### config.mk
export PLATFORM = sky130hd
export DESIGN_NAME = pcpt_regs
export DESIGN_NICKNAME = d
export VERILOG_FILES = /design/src/rtl/pcpt_pkg.sv /design/src/rtl/pcpt_delay_line.sv /design/src/rtl/pcpt_pattern_mux.sv /design/src/rtl/pcpt_regs.sv
export SDC_FILE = /design/constraint.sdc
export NUM_CORES = 1
export LEC_CHECK = 0
export ABC_AREA = 1
export BUFFER_PORTS_ARGS = -buffer_cell sky130_fd_sc_hd__buf_2
export CAP_MARGIN = 20
export CORE_UTILIZATION = 58
export DETAILED_ROUTE_END_ITERATION = 7
export HOLD_SLACK_MARGIN = 0.02
export PLACE_DENSITY_LB_ADDON = 0.3
export SLEW_MARGIN = 20
export SYNTH_ARGS = -nofsm -noshare
export SYNTH_HDL_FRONTEND = slang
export SYNTH_SLANG_ARGS = --single-unit
### constraint.sdc
create_clock -name CORE_CLK -period 3.71 [get_ports CORE_CLK]
set_clock_uncertainty 0.2 [all_clocks]
set_input_delay 0.9275 -clock CORE_CLK [delete_from_list [all_inputs] [get_ports CORE_CLK]]
set_output_delay 0.9275 -clock CORE_CLK [all_outputs]
set_load 0.05 [all_outputs]
### src/rtl/pcpt_pkg.sv
// constants and types for the pll clock gate, phase delay and user pattern registers
// ============================================================
package pcpt_pkg;

  // ============================================================
  // register indices (byte address is four times the index)
  localparam logic [7:0] IDX_GATE_PHASE = 8'h6D;
  localparam logic [7:0] IDX_PAT_A_LO   = 8'h74;
  localparam logic [7:0] IDX_PAT_A_HI   = 8'h75;
  localparam logic [7:0] IDX_PAT_B_LO   = 8'h76;
  localparam logic [7:0] IDX_PAT_B_HI   = 8'h77;
  localparam logic [7:0] IDX_CONFIG     = 8'h80;
  localparam logic [7:0] IDX_STATUS     = 8'h81;

  // ============================================================
  // field positions
  localparam int GATE_BIT    = 5;
  localparam int FCB_HI_BIT  = 4;
  localparam int DLY_LSB     = 1;
  localparam int DLY_W       = 3;
  localparam int FCB_LO_BIT  = 0;
  localparam int NIB_LSB     = 4;
  localparam int CFG_SRC_PLL = 0;
  localparam int CFG_PLL_EN  = 1;
  localparam int CFG_DECIM   = 2;
  localparam int CFG_SEL_LSB = 4;
  localparam int SEL_W       = 3;
  localparam int ST_GATE     = 0;
  localparam int ST_DLY_ACT  = 1;
  localparam int ST_CYC_LSB  = 4;

  // ============================================================
  // reset values and sizes
  localparam logic [7:0] GATE_PHASE_RST = 8'h00;
  localparam logic [7:0] PAT_RST        = 8'h00;
  localparam logic [7:0] CONFIG_RST     = 8'h00;
  localparam logic [7:0] GATE_PHASE_MSK = 8'h3F;
  localparam int         SYNC_STAGES    = 3;
  localparam int         DELAY_DEPTH    = 16;
  localparam int         PAT_W          = 12;

  // ============================================================
  // types
  typedef enum logic [2:0] {
    SEL_CONVERTED = 3'b000,
    SEL_PATTERN_A = 3'b001,
    SEL_PATTERN_B = 3'b010,
    SEL_ALTERNATE = 3'b011
  } pcpt_sel_t;

  typedef enum logic [0:0] {
    BUS_IDLE   = 1'b0,
    BUS_ANSWER = 1'b1
  } pcpt_bus_t;

endpackage

### src/rtl/pcpt_delay_line.sv
// vco cycle delay line for the forwarded pll clock
`timescale 1ns/1ps
module pcpt_delay_line #(
  parameter int DEPTH = 16
) (
  // clock and reset
  input  wire logic       clk,
  input  wire logic       rstn,
  // control
  input  wire logic [2:0] delay_code,
  input  wire logic       delay_on,
  // clock stream
  input  wire logic       din,
  output logic            dout
);

  logic [DEPTH-2:0] taps;
  logic [4:0]       cycles;

  // ============================================================
  // code to cycle count
  function automatic logic [4:0] code_cycles(input logic [2:0] code);
    case (code)
      3'h0:    code_cycles = 5'h00;
      3'h1:    code_cycles = 5'h01;
      3'h7:    code_cycles = 5'h0F;
      default: code_cycles = {1'b0, code, 1'b0} + 5'h02;
    endcase
  endfunction

  assign cycles = delay_on ? code_cycles(delay_code) : 5'h00;

  // ============================================================
  // shift register and tap select
  always_ff @(posedge clk) begin
    if (!rstn) begin
      taps <= '0;
    end else begin
      taps <= {taps[DEPTH-3:0], din};
    end
  end

  always_ff @(posedge clk) begin
    if (!rstn) begin
      dout <= 1'b0;
    end else if (cycles == 5'h00) begin
      dout <= din;
    end else begin
      dout <= taps[cycles[3:0] - 4'h1];
    end
  end

endmodule

### src/rtl/pcpt_pattern_mux.sv
// output word select between converted samples and user patterns
`timescale 1ns/1ps
module pcpt_pattern_mux #(
  parameter int W = 12
) (
  // clock and reset
  input  wire logic         clk,
  input  wire logic         rstn,
  // selection and patterns
  input  wire logic [2:0]   select,
  input  wire logic [W-1:0] pat_a,
  input  wire logic [W-1:0] pat_b,
  // data
  input  wire logic [W-1:0] sample_in,
  output logic [W-1:0]      dout
);

  logic alt_b;

  // ============================================================
  // alternation between a and b word by word
  always_ff @(posedge clk) begin
    if (!rstn) begin
      alt_b <= 1'b0;
    end else if (select == pcpt_pkg::SEL_ALTERNATE) begin
      alt_b <= ~alt_b;
    end else begin
      alt_b <= 1'b0;
    end
  end

  // ============================================================
  // output word
  always_ff @(posedge clk) begin
    if (!rstn) begin
      dout <= '0;
    end else begin
      case (select)
        pcpt_pkg::SEL_PATTERN_A: dout <= pat_a;
        pcpt_pkg::SEL_PATTERN_B: dout <= pat_b;
        pcpt_pkg::SEL_ALTERNATE: dout <= alt_b ? pat_b : pat_a;
        default:                 dout <= sample_in;
      endcase
    end
  end

endmodule

### src/rtl/pcpt_regs.sv
// register bank with avalon slave, pll clock gate, phase delay and user patterns
`timescale 1ns/1ps
module pcpt_regs #(
  parameter int ADDR_W = 10
) (
  // clock and reset
  input  wire logic              CORE_CLK,
  input  wire logic              RSTN,
  // avalon-mm slave
  input  wire logic [ADDR_W-1:0] AVS_ADDRESS,
  input  wire logic              AVS_READ,
  input  wire logic              AVS_WRITE,
  input  wire logic [31:0]       AVS_WRITEDATA,
  input  wire logic [3:0]        AVS_BYTEENABLE,
  output logic [31:0]            AVS_READDATA,
  output logic                   AVS_WAITREQUEST,
  // pll clock path
  input  wire logic              PLL_CLK_IN,
  output logic                   CORE_CLK_OUT,
  // converter data path
  input  wire logic [11:0]       SAMPLE_IN,
  output logic [11:0]            SAMPLE_OUT,
  // unused test pins
  output logic [7:0]             UNUSED_TEST_OUT
);

  // ============================================================
  // declarations
  logic [7:0]            gate_phase;
  logic [7:0]            pat_a_lo;
  logic [7:0]            pat_a_hi;
  logic [7:0]            pat_b_lo;
  logic [7:0]            pat_b_hi;
  logic [7:0]            config_reg;
  pcpt_pkg::pcpt_bus_t   bus_state;
  pcpt_pkg::pcpt_bus_t   next_bus_state;
  logic                  take;
  logic                  wr_byte0;
  logic [7:0]            index;
  logic                  index_ok;
  logic [7:0]            rd_byte;
  logic [7:0]            status_byte;
  logic [2:0]            sync_ff;
  logic                  pll_level;
  logic                  pll_mode;
  logic                  gate_on;
  logic                  delay_on;
  logic                  gated_clk;
  logic                  delayed_clk;
  logic [11:0]           pattern_a;
  logic [11:0]           pattern_b;
  logic [11:0]           mux_out;
  logic [2:0]            sel_field;
  logic [2:0]            delay_code;
  logic                  gate_en;
  logic [2:0]            output_clock_vco_delay;
  logic [1:0]            factory_reserved_bits;
  logic                  index_hi_ok;
  logic                  rd_take;
  logic                  wr_gate_phase;
  logic                  wr_pat_a_lo;
  logic                  wr_pat_a_hi;
  logic                  wr_pat_b_lo;
  logic                  wr_pat_b_hi;
  logic                  wr_config;
  logic [2:0]            eff_code;
  logic                  dly_nonzero;
  logic                  pll_agree;
  logic [3:0]            nib_a;
  logic [3:0]            nib_b;
  logic [3:0]            test_nib_a;
  logic [3:0]            test_nib_b;

  // ============================================================
  // address decode
  function automatic logic idx_mapped(input logic [7:0] idx);
    case (idx)
      pcpt_pkg::IDX_GATE_PHASE,
      pcpt_pkg::IDX_PAT_A_LO,
      pcpt_pkg::IDX_PAT_A_HI,
      pcpt_pkg::IDX_PAT_B_LO,
      pcpt_pkg::IDX_PAT_B_HI,
      pcpt_pkg::IDX_CONFIG,
      pcpt_pkg::IDX_STATUS: idx_mapped = 1'b1;
      default:              idx_mapped = 1'b0;
    endcase
  endfunction

  assign index       = AVS_ADDRESS[9:2];
  assign index_hi_ok = ((AVS_ADDRESS >> 10) == '0);
  assign index_ok    = index_hi_ok && idx_mapped(index);
  assign take        = (bus_state == pcpt_pkg::BUS_IDLE) && (AVS_READ || AVS_WRITE);
  assign rd_take     = take && AVS_READ;
  assign wr_byte0    = take && AVS_WRITE && AVS_BYTEENABLE[0] && index_ok;

  // ============================================================
  // per register write strobes
  assign wr_gate_phase = wr_byte0 && (index == pcpt_pkg::IDX_GATE_PHASE);
  assign wr_pat_a_lo   = wr_byte0 && (index == pcpt_pkg::IDX_PAT_A_LO);
  assign wr_pat_a_hi   = wr_byte0 && (index == pcpt_pkg::IDX_PAT_A_HI);
  assign wr_pat_b_lo   = wr_byte0 && (index == pcpt_pkg::IDX_PAT_B_LO);
  assign wr_pat_b_hi   = wr_byte0 && (index == pcpt_pkg::IDX_PAT_B_HI);
  assign wr_config     = wr_byte0 && (index == pcpt_pkg::IDX_CONFIG);

  // ============================================================
  // bus handshake state
  always_comb begin
    next_bus_state = bus_state;
    case (bus_state)
      pcpt_pkg::BUS_IDLE: begin
        if (AVS_READ || AVS_WRITE) begin
          next_bus_state = pcpt_pkg::BUS_ANSWER;
        end
      end
      pcpt_pkg::BUS_ANSWER: begin
        next_bus_state = pcpt_pkg::BUS_IDLE;
      end
      default: begin
        next_bus_state = pcpt_pkg::BUS_IDLE;
      end
    endcase
  end

  always_ff @(posedge CORE_CLK) begin
    if (!RSTN) begin
      bus_state <= pcpt_pkg::BUS_IDLE;
    end else begin
      bus_state <= next_bus_state;
    end
  end

  always_ff @(posedge CORE_CLK) begin
    if (!RSTN) begin
      AVS_WAITREQUEST <= 1'b1;
    end else begin
      AVS_WAITREQUEST <= ~take;
    end
  end

  // ============================================================
  // pll output gate bit
  always_ff @(posedge CORE_CLK) begin
    if (!RSTN) begin
      gate_en <= pcpt_pkg::GATE_PHASE_RST[pcpt_pkg::GATE_BIT];
    end else if (wr_gate_phase) begin
      gate_en <= AVS_WRITEDATA[pcpt_pkg::GATE_BIT];
    end
  end

  // ============================================================
  // output clock vco delay code
  always_ff @(posedge CORE_CLK) begin
    if (!RSTN) begin
      output_clock_vco_delay <= pcpt_pkg::GATE_PHASE_RST[pcpt_pkg::DLY_LSB +: pcpt_pkg::DLY_W];
    end else if (wr_gate_phase) begin
      output_clock_vco_delay <= AVS_WRITEDATA[pcpt_pkg::DLY_LSB +: pcpt_pkg::DLY_W];
    end
  end

  // ============================================================
  // factory reserved bits, stored and read back as written
  always_ff @(posedge CORE_CLK) begin
    if (!RSTN) begin
      factory_reserved_bits <= {pcpt_pkg::GATE_PHASE_RST[pcpt_pkg::FCB_HI_BIT],
                                pcpt_pkg::GATE_PHASE_RST[pcpt_pkg::FCB_LO_BIT]};
    end else if (wr_gate_phase) begin
      factory_reserved_bits <= {AVS_WRITEDATA[pcpt_pkg::FCB_HI_BIT],
                                AVS_WRITEDATA[pcpt_pkg::FCB_LO_BIT]};
    end
  end

  // ============================================================
  // register image, top two bits have no storage
  always_comb begin
    gate_phase = 8'h00;
    gate_phase[pcpt_pkg::GATE_BIT] = gate_en;
    gate_phase[pcpt_pkg::FCB_HI_BIT] = factory_reserved_bits[1];
    gate_phase[pcpt_pkg::DLY_LSB +: pcpt_pkg::DLY_W] = output_clock_vco_delay;
    gate_phase[pcpt_pkg::FCB_LO_BIT] = factory_reserved_bits[0];
  end

  // ============================================================
  // user pattern registers
  always_ff @(posedge CORE_CLK) begin
    if (!RSTN) begin
      pat_a_lo <= pcpt_pkg::PAT_RST;
    end else if (wr_pat_a_lo) begin
      pat_a_lo <= AVS_WRITEDATA[7:0];
    end
  end

  always_ff @(posedge CORE_CLK) begin
    if (!RSTN) begin
      pat_a_hi <= pcpt_pkg::PAT_RST;
    end else if (wr_pat_a_hi) begin
      pat_a_hi <= AVS_WRITEDATA[7:0];
    end
  end

  always_ff @(posedge CORE_CLK) begin
    if (!RSTN) begin
      pat_b_lo <= pcpt_pkg::PAT_RST;
    end else if (wr_pat_b_lo) begin
      pat_b_lo <= AVS_WRITEDATA[7:0];
    end
  end

  always_ff @(posedge CORE_CLK) begin
    if (!RSTN) begin
      pat_b_hi <= pcpt_pkg::PAT_RST;
    end else if (wr_pat_b_hi) begin
      pat_b_hi <= AVS_WRITEDATA[7:0];
    end
  end

  // ============================================================
  // configuration register
  always_ff @(posedge CORE_CLK) begin
    if (!RSTN) begin
      config_reg <= pcpt_pkg::CONFIG_RST;
    end else if (wr_config) begin
      config_reg <= AVS_WRITEDATA[7:0];
    end
  end

  // ============================================================
  // read path
  always_comb begin
    eff_code    = delay_on ? delay_code : 3'h0;
    dly_nonzero = (eff_code != 3'h0);
    status_byte = 8'h00;
    status_byte[pcpt_pkg::ST_GATE]    = gate_on;
    status_byte[pcpt_pkg::ST_DLY_ACT] = delay_on;
    status_byte[pcpt_pkg::ST_CYC_LSB] = dly_nonzero;
  end

  always_comb begin
    rd_byte = 8'h00;
    case (index)
      pcpt_pkg::IDX_GATE_PHASE: rd_byte = gate_phase & pcpt_pkg::GATE_PHASE_MSK;
      pcpt_pkg::IDX_PAT_A_LO:   rd_byte = pat_a_lo;
      pcpt_pkg::IDX_PAT_A_HI:   rd_byte = pat_a_hi;
      pcpt_pkg::IDX_PAT_B_LO:   rd_byte = pat_b_lo;
      pcpt_pkg::IDX_PAT_B_HI:   rd_byte = pat_b_hi;
      pcpt_pkg::IDX_CONFIG:     rd_byte = config_reg;
      pcpt_pkg::IDX_STATUS:     rd_byte = status_byte;
      default:                  rd_byte = 8'h00;
    endcase
  end

  always_ff @(posedge CORE_CLK) begin
    if (!RSTN) begin
      AVS_READDATA <= 32'h0000_0000;
    end else if (rd_take) begin
      AVS_READDATA <= index_ok ? {24'h000000, rd_byte} : 32'h0000_0000;
    end
  end

  // ============================================================
  // pll clock input synchroniser
  always_ff @(posedge CORE_CLK) begin
    if (!RSTN) begin
      sync_ff <= 3'h0;
    end else begin
      sync_ff <= {sync_ff[1:0], PLL_CLK_IN};
    end
  end

  // second and third stage agree: the level has settled
  assign pll_agree = (sync_ff[1] == sync_ff[2]);

  always_ff @(posedge CORE_CLK) begin
    if (!RSTN) begin
      pll_level <= 1'b0;
    end else if (pll_agree) begin
      pll_level <= sync_ff[2];
    end
  end

  // ============================================================
  // gate and delay qualification
  assign pll_mode   = config_reg[pcpt_pkg::CFG_SRC_PLL] &&
                      config_reg[pcpt_pkg::CFG_PLL_EN];
  assign gate_on    = pll_mode && gate_phase[pcpt_pkg::GATE_BIT];
  assign delay_on   = pll_mode && !config_reg[pcpt_pkg::CFG_DECIM];
  assign delay_code = gate_phase[pcpt_pkg::DLY_LSB +: pcpt_pkg::DLY_W];
  assign gated_clk  = pll_mode ? (gate_on & pll_level) : pll_level;

  pcpt_delay_line #(
    .DEPTH (pcpt_pkg::DELAY_DEPTH)
  ) i_pcpt_delay_line (
    .clk        (CORE_CLK),
    .rstn       (RSTN),
    .delay_code (delay_code),
    .delay_on   (delay_on),
    .din        (gated_clk),
    .dout       (delayed_clk)
  );

  always_ff @(posedge CORE_CLK) begin
    if (!RSTN) begin
      CORE_CLK_OUT <= 1'b0;
    end else begin
      CORE_CLK_OUT <= delayed_clk;
    end
  end

  // ============================================================
  // user pattern assembly and output select
  assign nib_a     = pat_a_lo[pcpt_pkg::NIB_LSB +: 4];
  assign nib_b     = pat_b_lo[pcpt_pkg::NIB_LSB +: 4];
  assign pattern_a = {pat_a_hi, nib_a};
  assign pattern_b = {pat_b_hi, nib_b};
  assign sel_field = config_reg[pcpt_pkg::CFG_SEL_LSB +: pcpt_pkg::SEL_W];

  pcpt_pattern_mux #(
    .W (pcpt_pkg::PAT_W)
  ) i_pcpt_pattern_mux (
    .clk       (CORE_CLK),
    .rstn      (RSTN),
    .select    (sel_field),
    .pat_a     (pattern_a),
    .pat_b     (pattern_b),
    .sample_in (SAMPLE_IN),
    .dout      (mux_out)
  );

  always_ff @(posedge CORE_CLK) begin
    if (!RSTN) begin
      SAMPLE_OUT <= 12'h000;
    end else begin
      SAMPLE_OUT <= mux_out;
    end
  end

  // ============================================================
  // unused test pins driven by the low nibbles
  assign test_nib_a = pat_a_lo[pcpt_pkg::NIB_LSB-1:0];
  assign test_nib_b = pat_b_lo[pcpt_pkg::NIB_LSB-1:0];

  always_ff @(posedge CORE_CLK) begin
    if (!RSTN) begin
      UNUSED_TEST_OUT <= 8'h00;
    end else begin
      UNUSED_TEST_OUT <= {test_nib_b, test_nib_a};
    end
  end

endmodule

==> results of run 1 <==
## worst min-delay path, cell delays in order (launching register included)
cell,delay (ps)
dfxtp_1,310
nand2_1,50
inv_1,30
## power groups by stage
stage | Clock [W] | Sequential, W | Combinational [W]
2_1_floorplan | 0 | 0.00125 | 0.000128
5_1_grt | 0.000769 | 0.00120 | 0.000194
6_report | 0.000711 | 0.00120 | 0.000182
3_5_place_dp | 0 | 0.00123 | 0.000179
4_1_cts | 0.000722 | 0.00120 | 0.000180
3_3_place_gp | 0 | 0.00123 | 0.000177
## layer usage
layer	GRT usage	wire length, microns	up-vias
met5	0	0	-
met4	0.07836	240	0
met3	0.04265	916	27
met2	0.4494	5581	225
met1	0.3689	5194	2091
li1	-	-	2321
## final timing paths
path                                                  from                      to  cells after the start
worst max-delay path                        AVS_ADDRESS[8]             pat_a_hi[1]                     10
worst min-delay path            i_pcpt_pattern_mux.dout[0]           SAMPLE_OUT[0]                      2
worst min register to register  i_pcpt_pattern_mux.dout[0]           SAMPLE_OUT[0]                      2
worst max register to register               delay_code[2]  i_pcpt_delay_line.dout                     14
## cell type report
class / instances / share of cell area
multi-input combinational: 456 / 0.3910
clock inverter: 7 / 0.01313
tap: 105 / 0.02376
clock buffer: 9 / 0.02240
sequential: 110 / 0.3983
timing repair buffer: 67 / 0.06246
inverter: 131 / 0.08893
## logic make-up after synthesis
family	count (synthesis)	synth area share
AOI/OAI and AO/OA	85	0.09381
other	1	0.0007360
DFF	110	0.4322
and+or+nand+nor	345	0.3067
buffers and inverters	185	0.1616
adders and majority gates	2	0.004911
## synthesized netlist by cell type, types with 2 or more instances
| library cell | number | area [sq um] |
|---|---|---|
| a21oi_1 | 36 | 180.2 |
| buf_2 | 10 | 50.05 |
| buf_4 | 26 | 195.2 |
| clkbuf_1 | 15 | 56.30 |
| dfxtp_1 | 110 | 2202 |
| ha_1 | 2 | 25.02 |
| inv_1 | 121 | 454.2 |
| inv_2 | 9 | 33.78 |
| nand2_1 | 174 | 653.1 |
| nand3_1 | 29 | 145.1 |
| nand3_2 | 4 | 40.04 |
| nand4_1 | 33 | 206.5 |
| nand4_4 | 3 | 63.81 |
| nor2_1 | 88 | 330.3 |
| nor2_4 | 2 | 22.52 |
| nor3_1 | 6 | 30.03 |
| nor3_2 | 2 | 20.02 |
| o21ai_0 | 25 | 125.1 |
| o21ai_1 | 8 | 40.04 |
| o221ai_1 | 12 | 105.1 |
| o22ai_1 | 2 | 12.51 |
## per-stage QoR
step / utilization / cell area, sq um
5_1_grt: 0.6629 / 5529
2_1_floorplan: - / 5181
3_5_place_dp: 0.6394 / 5333
6_report: 0.6629 / 5529
3_3_place_gp: 0.6394 / 5333
4_1_cts: 0.6629 / 5529
==> out/results.ini, run 1 <==
[status]
status = finished clean

[layout]
largest_register_ffs = 15
fill_cells = 795
antennaDiodeCount = 0
regMostFlops = i_pcpt_delay_line.taps
top_regs = i_pcpt_delay_line.taps x15, SAMPLE_OUT x12, i_pcpt_pattern_mux.dout x12
area_growth_pct = 8.522
multiInputGateArea_sq_um = 2162
layout_commonest_cell = nand2_1
final_cell_mix = nand2_1 (174), inv_1 (121), dfxtp_1 (110), nor2_1 (88), buf_2 (63)
final-seq-area_sq_um = 2202
layout-drive-gt1-share = 0.1372
fin_cells = 885
nets = 840

[floorplan]
die_y_microns = 95.73
floorplan.initialDensity = 0.6109
ios = 117
fp-row-count = 33
fp.dieW_microns = 95.73
dieArea_sq_um = 9163
fp.coreArea_sq_um = 8341

[yosys]
syn_inst = 728
yosysWarningCount = 0
synth_flop_cell = dfxtp_1
seq_area_frac_synth = 0.4322
ys_seq_elements = 110
synth_edf_count = 0
syn_area_per_cell_sq_um = 6.998
synth-async-reset-ratio = 0
synth_cell_types = 32
netlist_area_sq_um = 5095

[critical_path]
crit_fanout = 30
worst-endpoint-arrival_ps = 2690
crit_path_end_kind = flip-flop
crit_top_cell = nand2_1
critPathRequiredTime_ps = 3800
rrSetupSlack_ps = 1190
path_class = input port to flip-flop
critPathBufInv = 2
cp_cell_sequence = buf_2, inv_2, nand2_1, nor3_2, nand2_1, nand4_4, nand4_4, nand2_1, nand2_1, nor2_1
critPathTopFamily = simple AND/OR/NAND/NOR gates
slowest_stage = nand4_4
max_stage_delay_ps = 430
cp-start-kind = input port

[clock_tree]
clk_latency_ps = 360
cts_setup_buffers = 0
cts_buffer_depth = 2
holdBufCountCts = 0
cts_tree = built
root_buffer = clkbuf_8
cts-htree-levels = 3
cts_resized = 0
path_clk_slew_ps = 100
numCtsBuffers = 9
clock_sinks = 110

[grt]
grt_pass1_wl_microns = 19090
track_usage = 0.2724
grt_max_degree = 55
antenna_found_initial = 0
overflow = 0
grt_pass1_vias = 3947

[timing]
setup_viol_count_final = 0
period_share = 0.6991
timing.final.crit_period_ps = 2594
whs_ps = 218.6
setup_tns_ps = 0
fmaxAchievable_mhz = 385.6
rsz0062_at_grt = false
maxSlewHeadroom = 0.3458
worst_slew_pin_slew_ps = 975.3
slew_viol_final = 0
finalHoldViolCount = 0
fin_ws_ps = 1116

[power_and_ir_drop]
leakage_nw = 2.782
vdd_ir_drop_max_mv = 0.2049
clockPowerShare = 0.340
intPower_w = 0.001541
p_total_w = 0.002092
powerDensity_nw_per_um2 = 378.4
power_switching_w = 0.0005513
seqPwrFrac = 0.573
swShare = 0.2635
pwr-share-comb = 0.087

[drt]
drtIter0Drc = 417
wl_per_cell_microns = 13.48
drc = 0
ant_nets = 0
wl_microns = 11930
vias = 4664
dr.pass1.iters = 5
via_per_inst = 5.270

[min_path]
hold_path.class = flip-flop to flip-flop

[placed_design]
post-place-ws_ps = 774.6
placedCellCount = 869
dpl.hpwl_microns = 8533
io_buffers = 63
finalWeightedCongestion = 0.9447

[job]
drv_cap = 0

Note: power is estimated with default switching activity, not from simulation.
==> run 2, diff against run 1 <==
--- a/config.mk
+++ b/config.mk
@@ -5,10 +5,10 @@
 export SDC_FILE = /design/constraint.sdc
 export NUM_CORES = 1
 export LEC_CHECK = 0
-export ABC_AREA = 1
+export ABC_AREA = 0
 export BUFFER_PORTS_ARGS = -buffer_cell sky130_fd_sc_hd__buf_2
 export CAP_MARGIN = 20
-export CORE_UTILIZATION = 58
+export CORE_UTILIZATION = 48
 export DETAILED_ROUTE_END_ITERATION = 7
 export HOLD_SLACK_MARGIN = 0.02
 export PLACE_DENSITY_LB_ADDON = 0.3
==> constraint.sdc (replaced) <==
create_clock -name CORE_CLK -period 2.35 [get_ports CORE_CLK]
set_clock_uncertainty 0.2 [all_clocks]
set_input_delay 0.5875 -clock CORE_CLK [delete_from_list [all_inputs] [get_ports CORE_CLK]]
set_output_delay 0.5875 -clock CORE_CLK [all_outputs]
set_load 0.05 [all_outputs]
==> out/results.ini, run 2 <==
[yosys]
synth.most_common_cell = dfxtp_1
syn_inst = 496
synth.top_cell.area_share = 0.4604
synth_edf_count = 0
synthTopCellsByCount = dfxtp_1 (110), nor2_1 (50), and2_1 (40)
synth_flop_cell = dfxtp_1
syn_area_per_cell_sq_um = 9.644
synth_cell_types = 58
seq_area_frac_synth = 0.4604
yosysWarningCount = 0
synth_area_leaders = dfxtp_1 (46%), mux2i_1 (7.3%), and2_1 (5.2%)
synth_top_area_cell = dfxtp_1
synth-async-reset-ratio = 0
ys_seq_elements = 110
netlist_area_sq_um = 4783

[layout]
final_cell_mix = dfxtp_1 (109), buf_2 (63), nor2_1 (50), buf_4 (40), and2_1 (39)
largest_register_ffs = 15
post-route-util = 0.5723
top_regs = i_pcpt_delay_line.taps x15, SAMPLE_OUT x12, i_pcpt_pattern_mux.dout x12
layout_commonest_cell = dfxtp_1
layout-drive-gt1-share = 0.2615
fill_cells = 892
antennaDiodeCount = 0
regMostFlops = i_pcpt_delay_line.taps
stdcell_area_sq_um = 5568
area_growth_pct = 16.40
nets = 646

[critical_path]
critPathRequiredTime_ps = 2420
crit_fanout = 8
r2r_cells = 12
crit_path_end_kind = flip-flop
rrSetupSlack_ps = -220
worst-endpoint-arrival_ps = 2640
r2r-end = i_pcpt_delay_line.dout
r2r-start = delay_code[1]
path_class = flip-flop to flip-flop
cp-start-kind = flip-flop

[drt]
vias = 3840
wl_per_cell_microns = 14.87
ant_nets = 0
drtIter0Drc = 259
drc = 0
dr.pass1.iters = 6
wl_microns = 10680
via_per_inst = 5.348

[clock_tree]
cts_tree = built
path_clk_slew_ps = 100
cts-htree-levels = 3
clock_sinks = 110
holdBufCountCts = 0
numCtsBuffers = 9
clk_latency_ps = 370
cts_buffer_depth = 2
root_buffer = clkbuf_8

[floorplan]
die_y_microns = 101.8
fp-row-count = 36
floorplan.initialDensity = 0.4916
dieArea_sq_um = 10370
fp.coreArea_sq_um = 9729
ios = 117
fp.dieW_microns = 101.8

[placed_design]
post-place-ws_ps = -298.3
finalWeightedCongestion = 0.9358
io_buffers = 63
dpl.hpwl_microns = 7614
place_area_sq_um = 5366

[timing]
fmaxAchievable_mhz = 389.1
rsz0062_at_grt = true
finalHoldViolCount = 0
slew_viol_final = 0
worst_slew_pin_slew_ps = 652.0
maxSlewHeadroom = 0.5637
period_share = 1.094
setup_tns_ps = -220.0
setup_viol_count_final = 1
fin_ws_ps = -220.0
timing.final.crit_period_ps = 2570

[power_and_ir_drop]
vdd_ir_drop_max_mv = 0.4436
p_total_w = 0.003206
leakage_nw = 2.314
powerDensity_nw_per_um2 = 575.8

[min_path]
hold_path.class = input port to flip-flop
min_path_cells = 2
worstHoldStart = PLL_CLK_IN
min_to = sync_ff[0]

[grt]
grt_max_degree = 39
grt_pass1_vias = 3598
antenna_found_initial = 0
grt_pass1_wl_microns = 17110
overflow = 0
track_usage = 0.2167

[status]
violations = negative setup slack
status = complete, but fails checks

[job]
drv_cap = 0

[run 2: cells by family after synthesis]
group,synth area share
simple gates,0.2004
buf+inv,0.08815
other cells,0.0007840
mux,0.1109
fa+ha+maj,0.005231
flops,0.4604
xor+xnor,0.003663
compound gates,0.1305
[run 2: layer usage]
layer | wire length (microns) | part of all wire | vias to the layer above | GRT usage
li1 | - | - | 1858 | -
met1 | 4419 | 0.41 | 1827 | 0.2556
met2 | 5299 | 0.50 | 132 | 0.3794
met3 | 688 | 0.064 | 23 | 0.04720
met4 | 269 | 0.025 | 0 | 0.09560
met5 | 0 | 0 | - | 0
[run 2: stage by stage]
step	hold slack [ps]	cells
5_1_grt	204.0	718
3_3_place_gp	219.9	702
2_1_floorplan	211.9	519
4_1_cts	204.6	717
6_report	216.9	718
3_5_place_dp	219.9	702
[run 2: layout make-up]
cell class | instances | area (sq um) | area share
Timing Repair Buffer | 108 | 706.9 | 0.1270
Clock inverter | 5 | 41.29 | 0.007416
Inverter | 5 | 18.77 | 0.003371
Sequential cell | 110 | 2203 | 0.3957
Tap cell | 133 | 166.4 | 0.02989
Clock buffer | 10 | 127.6 | 0.02292
Multi-Input combinational cell | 347 | 2303 | 0.4137
[run 2: repair_timing]
| item | 4_1_cts | 5_1_grt |
|---|---|---|
| setup endpoints to repair | 1 | 1 |
| gates resized for setup | 5 | 2 |
| setup buffers | 0 | 1 |
| pin swaps | 4 | 2 |
[run 2: power by group]
group	internal [W]	total [W]	switching (W)
clock	0.000394	0.00103	0.000640
sequential	0.00189	0.00189	0.00000575
combinational	0.0000673	0.000279	0.000211
total	0.00235	0.00321	0.000857
[run 2: how the worst max path moves through the flow]
stage	start	to	slack, ps	depth (start not counted)
6_report	delay_code[1]	i_pcpt_delay_line.dout	-220	12
5_1_grt	delay_code[1]	i_pcpt_delay_line.dout	-340	12
4_1_cts	delay_code[1]	i_pcpt_delay_line.dout	-230	12
3_5_place_dp	delay_code[1]	i_pcpt_delay_line.dout	-300	12
3_3_place_gp	delay_code[1]	i_pcpt_delay_line.dout	-280	12
2_1_floorplan	delay_code[1]	i_pcpt_delay_line.dout	-290	14
[run 2: critical path, stage by stage (launching register included)]
cell and delay, ps:
dfxtp_2 330, and2_4 160, ha_4 160, nand2_1 60
nand2_1 40, a221o_1 300, nand2_2 90, ha_4 180
buf_6 120, mux2_2 330, a21oi_2 120, mux2i_1 80
a211o_1 290
==> run 3, diff against run 2 <==
--- a/config.mk
+++ b/config.mk
@@ -10,7 +10,8 @@
 export CAP_MARGIN = 20
 export CORE_UTILIZATION = 48
 export DETAILED_ROUTE_END_ITERATION = 7
-export HOLD_SLACK_MARGIN = 0.02
+export HOLD_SLACK_MARGIN = 0.03
+export MAX_ROUTING_LAYER = met4
 export PLACE_DENSITY_LB_ADDON = 0.3
 export SLEW_MARGIN = 20
 export SYNTH_ARGS = -nofsm -noshare
==> out/results.ini, run 3 (synthesis gave the netlist of run 2 again) <==
[timing]
fmaxAchievable_mhz = 384.7
period_share = 1.106
setup_viol_count_final = 1
timing.final.crit_period_ps = 2600
fin_ws_ps = -249.7
maxSlewHeadroom = 0.5447
finalHoldViolCount = 0
worst_slew_pin_slew_ps = 680.4
rsz0062_at_grt = true
slew_viol_final = 0
setup_tns_ps = -249.7

[critical_path]
critical_path_depth = 12
slowest_stage = a2111oi_1
cp-start-kind = flip-flop
worst-endpoint-arrival_ps = 2720
max_stage_delay_ps = 360
crit_path_end_kind = flip-flop
path_class = flip-flop to flip-flop
critPathRequiredTime_ps = 2470
crit_fanout = 6
r2r_cells = 12
critPathBufInv = 0
critPathTopFamily = compound AO/OA/AOI/OAI gates
cp_cell_sequence = and2_4, ha_4, nand2_1, nand2_1, a221o_1, nand2_2, ha_4, nand2b_1, a211oi_2, o211ai_1, a2111oi_1, a211o_1

[status]
status = complete, but fails checks
violations = negative setup slack

[clock_tree]
cts-htree-levels = 3
clk_latency_ps = 380
root_buffer = clkbuf_8
numCtsBuffers = 9
holdBufCountCts = 0
clock_sinks = 110
cts_buffer_depth = 2
path_clk_slew_ps = 120
cts_tree = built

[grt]
grt_pass1_wl_microns = 17800
overflow = 0
grt_max_degree = 39
track_usage = 0.2280
grt_pass1_vias = 3661
antenna_found_initial = 0

[floorplan]
fp.dieW_microns = 101.8
fp.coreArea_sq_um = 9729
floorplan.initialDensity = 0.4916
fp-row-count = 36
die_y_microns = 101.8
dieArea_sq_um = 10370
ios = 117

[drt]
dr.pass1.iters = 6
drtIter0Drc = 305
vias = 3841
wl_microns = 10770
ant_nets = 0
drc = 0
wl_per_cell_microns = 14.96
via_per_inst = 5.335

[job]
drv_cap = 0

[power_and_ir_drop]
powerDensity_nw_per_um2 = 598.4
intPower_w = 0.002402
leakage_nw = 2.344
swShare = 0.2866
seqPwrFrac = 0.562
clockPowerShare = 0.355
p_total_w = 0.003367
pwr-share-comb = 0.083
vdd_ir_drop_max_mv = 0.3877
power_switching_w = 0.0009649

[layout]
regMostFlops = i_pcpt_delay_line.taps
nets = 647
final_cell_mix = dfxtp_1 (109), buf_2 (63), nor2_1 (50), buf_4 (40), and2_1 (39)
layout_commonest_cell = dfxtp_1
layout-drive-gt1-share = 0.2658
largest_register_ffs = 15
top_regs = i_pcpt_delay_line.taps x15, SAMPLE_OUT x12, i_pcpt_pattern_mux.dout x12
area_growth_pct = 17.60
antennaDiodeCount = 0
fill_cells = 912
post-route-util = 0.5782

[placed_design]
finalWeightedCongestion = 0.9478
io_buffers = 63
dpl.hpwl_microns = 7768

[min_path]
min_path_cells = 2
hold_path.class = input port to flip-flop

-- run 3: cell count changes in the layout (fill, tap and decap cells not counted), sizes merged --
cell / previous run / this run
clkinv: 1 / 3
buf: 108 / 109
clkbuf: 10 / 9
clkinvlp: 1 / 0
inv: 8 / 9
-- run 3: cell type report --
type	instances	area, sq um	share of cell area
clock buffer	9	123.9	0.02202
clock inverter	7	93.84	0.01668
inverter	5	18.77	0.003336
multi-input combinational	347	2301	0.4090
sequential	110	2203	0.3917
tap	133	166.4	0.02958
timing repair buffer	109	718.2	0.1277
-- run 3: per-layer routing --
metal,up-vias,GRT usage,part of all wire
met2,109,0.3732,0.50
met1,1846,0.2794,0.43
li1,1864,-,-
met3,22,0.04651,0.046
met4,0,0.08132,0.023
met5,-,-,0
-- run 3: metrics by stage --
step                      hold slack [ps]  cell area (sq um)  setup slack, ps  std cells
after floorplan                     211.9               4923           -289.4        519
after global placement              218.5               5374           -265.0        703
after detailed placement            221.4               5374           -322.5        703
after CTS                           200.5               5623           -229.9        720
after global routing                202.8               5625           -334.6        720
final                               214.9               5625           -249.7        720
-- run 3: final timing paths --
kind	slack (ps)	startpoint	endpoint
min reg2reg	250	i_pcpt_pattern_mux.dout[8]	SAMPLE_OUT[8]
max	-250	delay_code[1]	i_pcpt_delay_line.dout
max reg2reg	-250	delay_code[1]	i_pcpt_delay_line.dout
min	210	PLL_CLK_IN	sync_ff[0]
-- run 3: worst reg2reg max path, stage by stage (launching register included) --
cell and delay (ps):
dfxtp_2 330, and2_4 160, ha_4 160, nand2_1 60, nand2_1 50, a221o_1 330, nand2_2 90, ha_4 220
nand2b_1 150, a211oi_2 190, o211ai_1 110, a2111oi_1 360, a211o_1 150
-- run 3: power groups by stage --
stage,Combinational [W],Clock [W],Sequential (W)
CTS,0.000278,0.00123,0.00189
detailed placement,0.000278,0,0.00194
floorplan,0.000201,0,0.00197
global placement,0.000274,0,0.00194
global route,0.000299,0.00130,0.00190
finish,0.000279,0.00119,0.00189
-- run 3: what timing repair did --
action / CTS / global route
gates resized for setup: 8 / 1
setup buffers: 1 / 0
hold endpoints to repair: 0 / 0
setup endpoints to repair: 1 / 1
pin swaps: 6 / 1
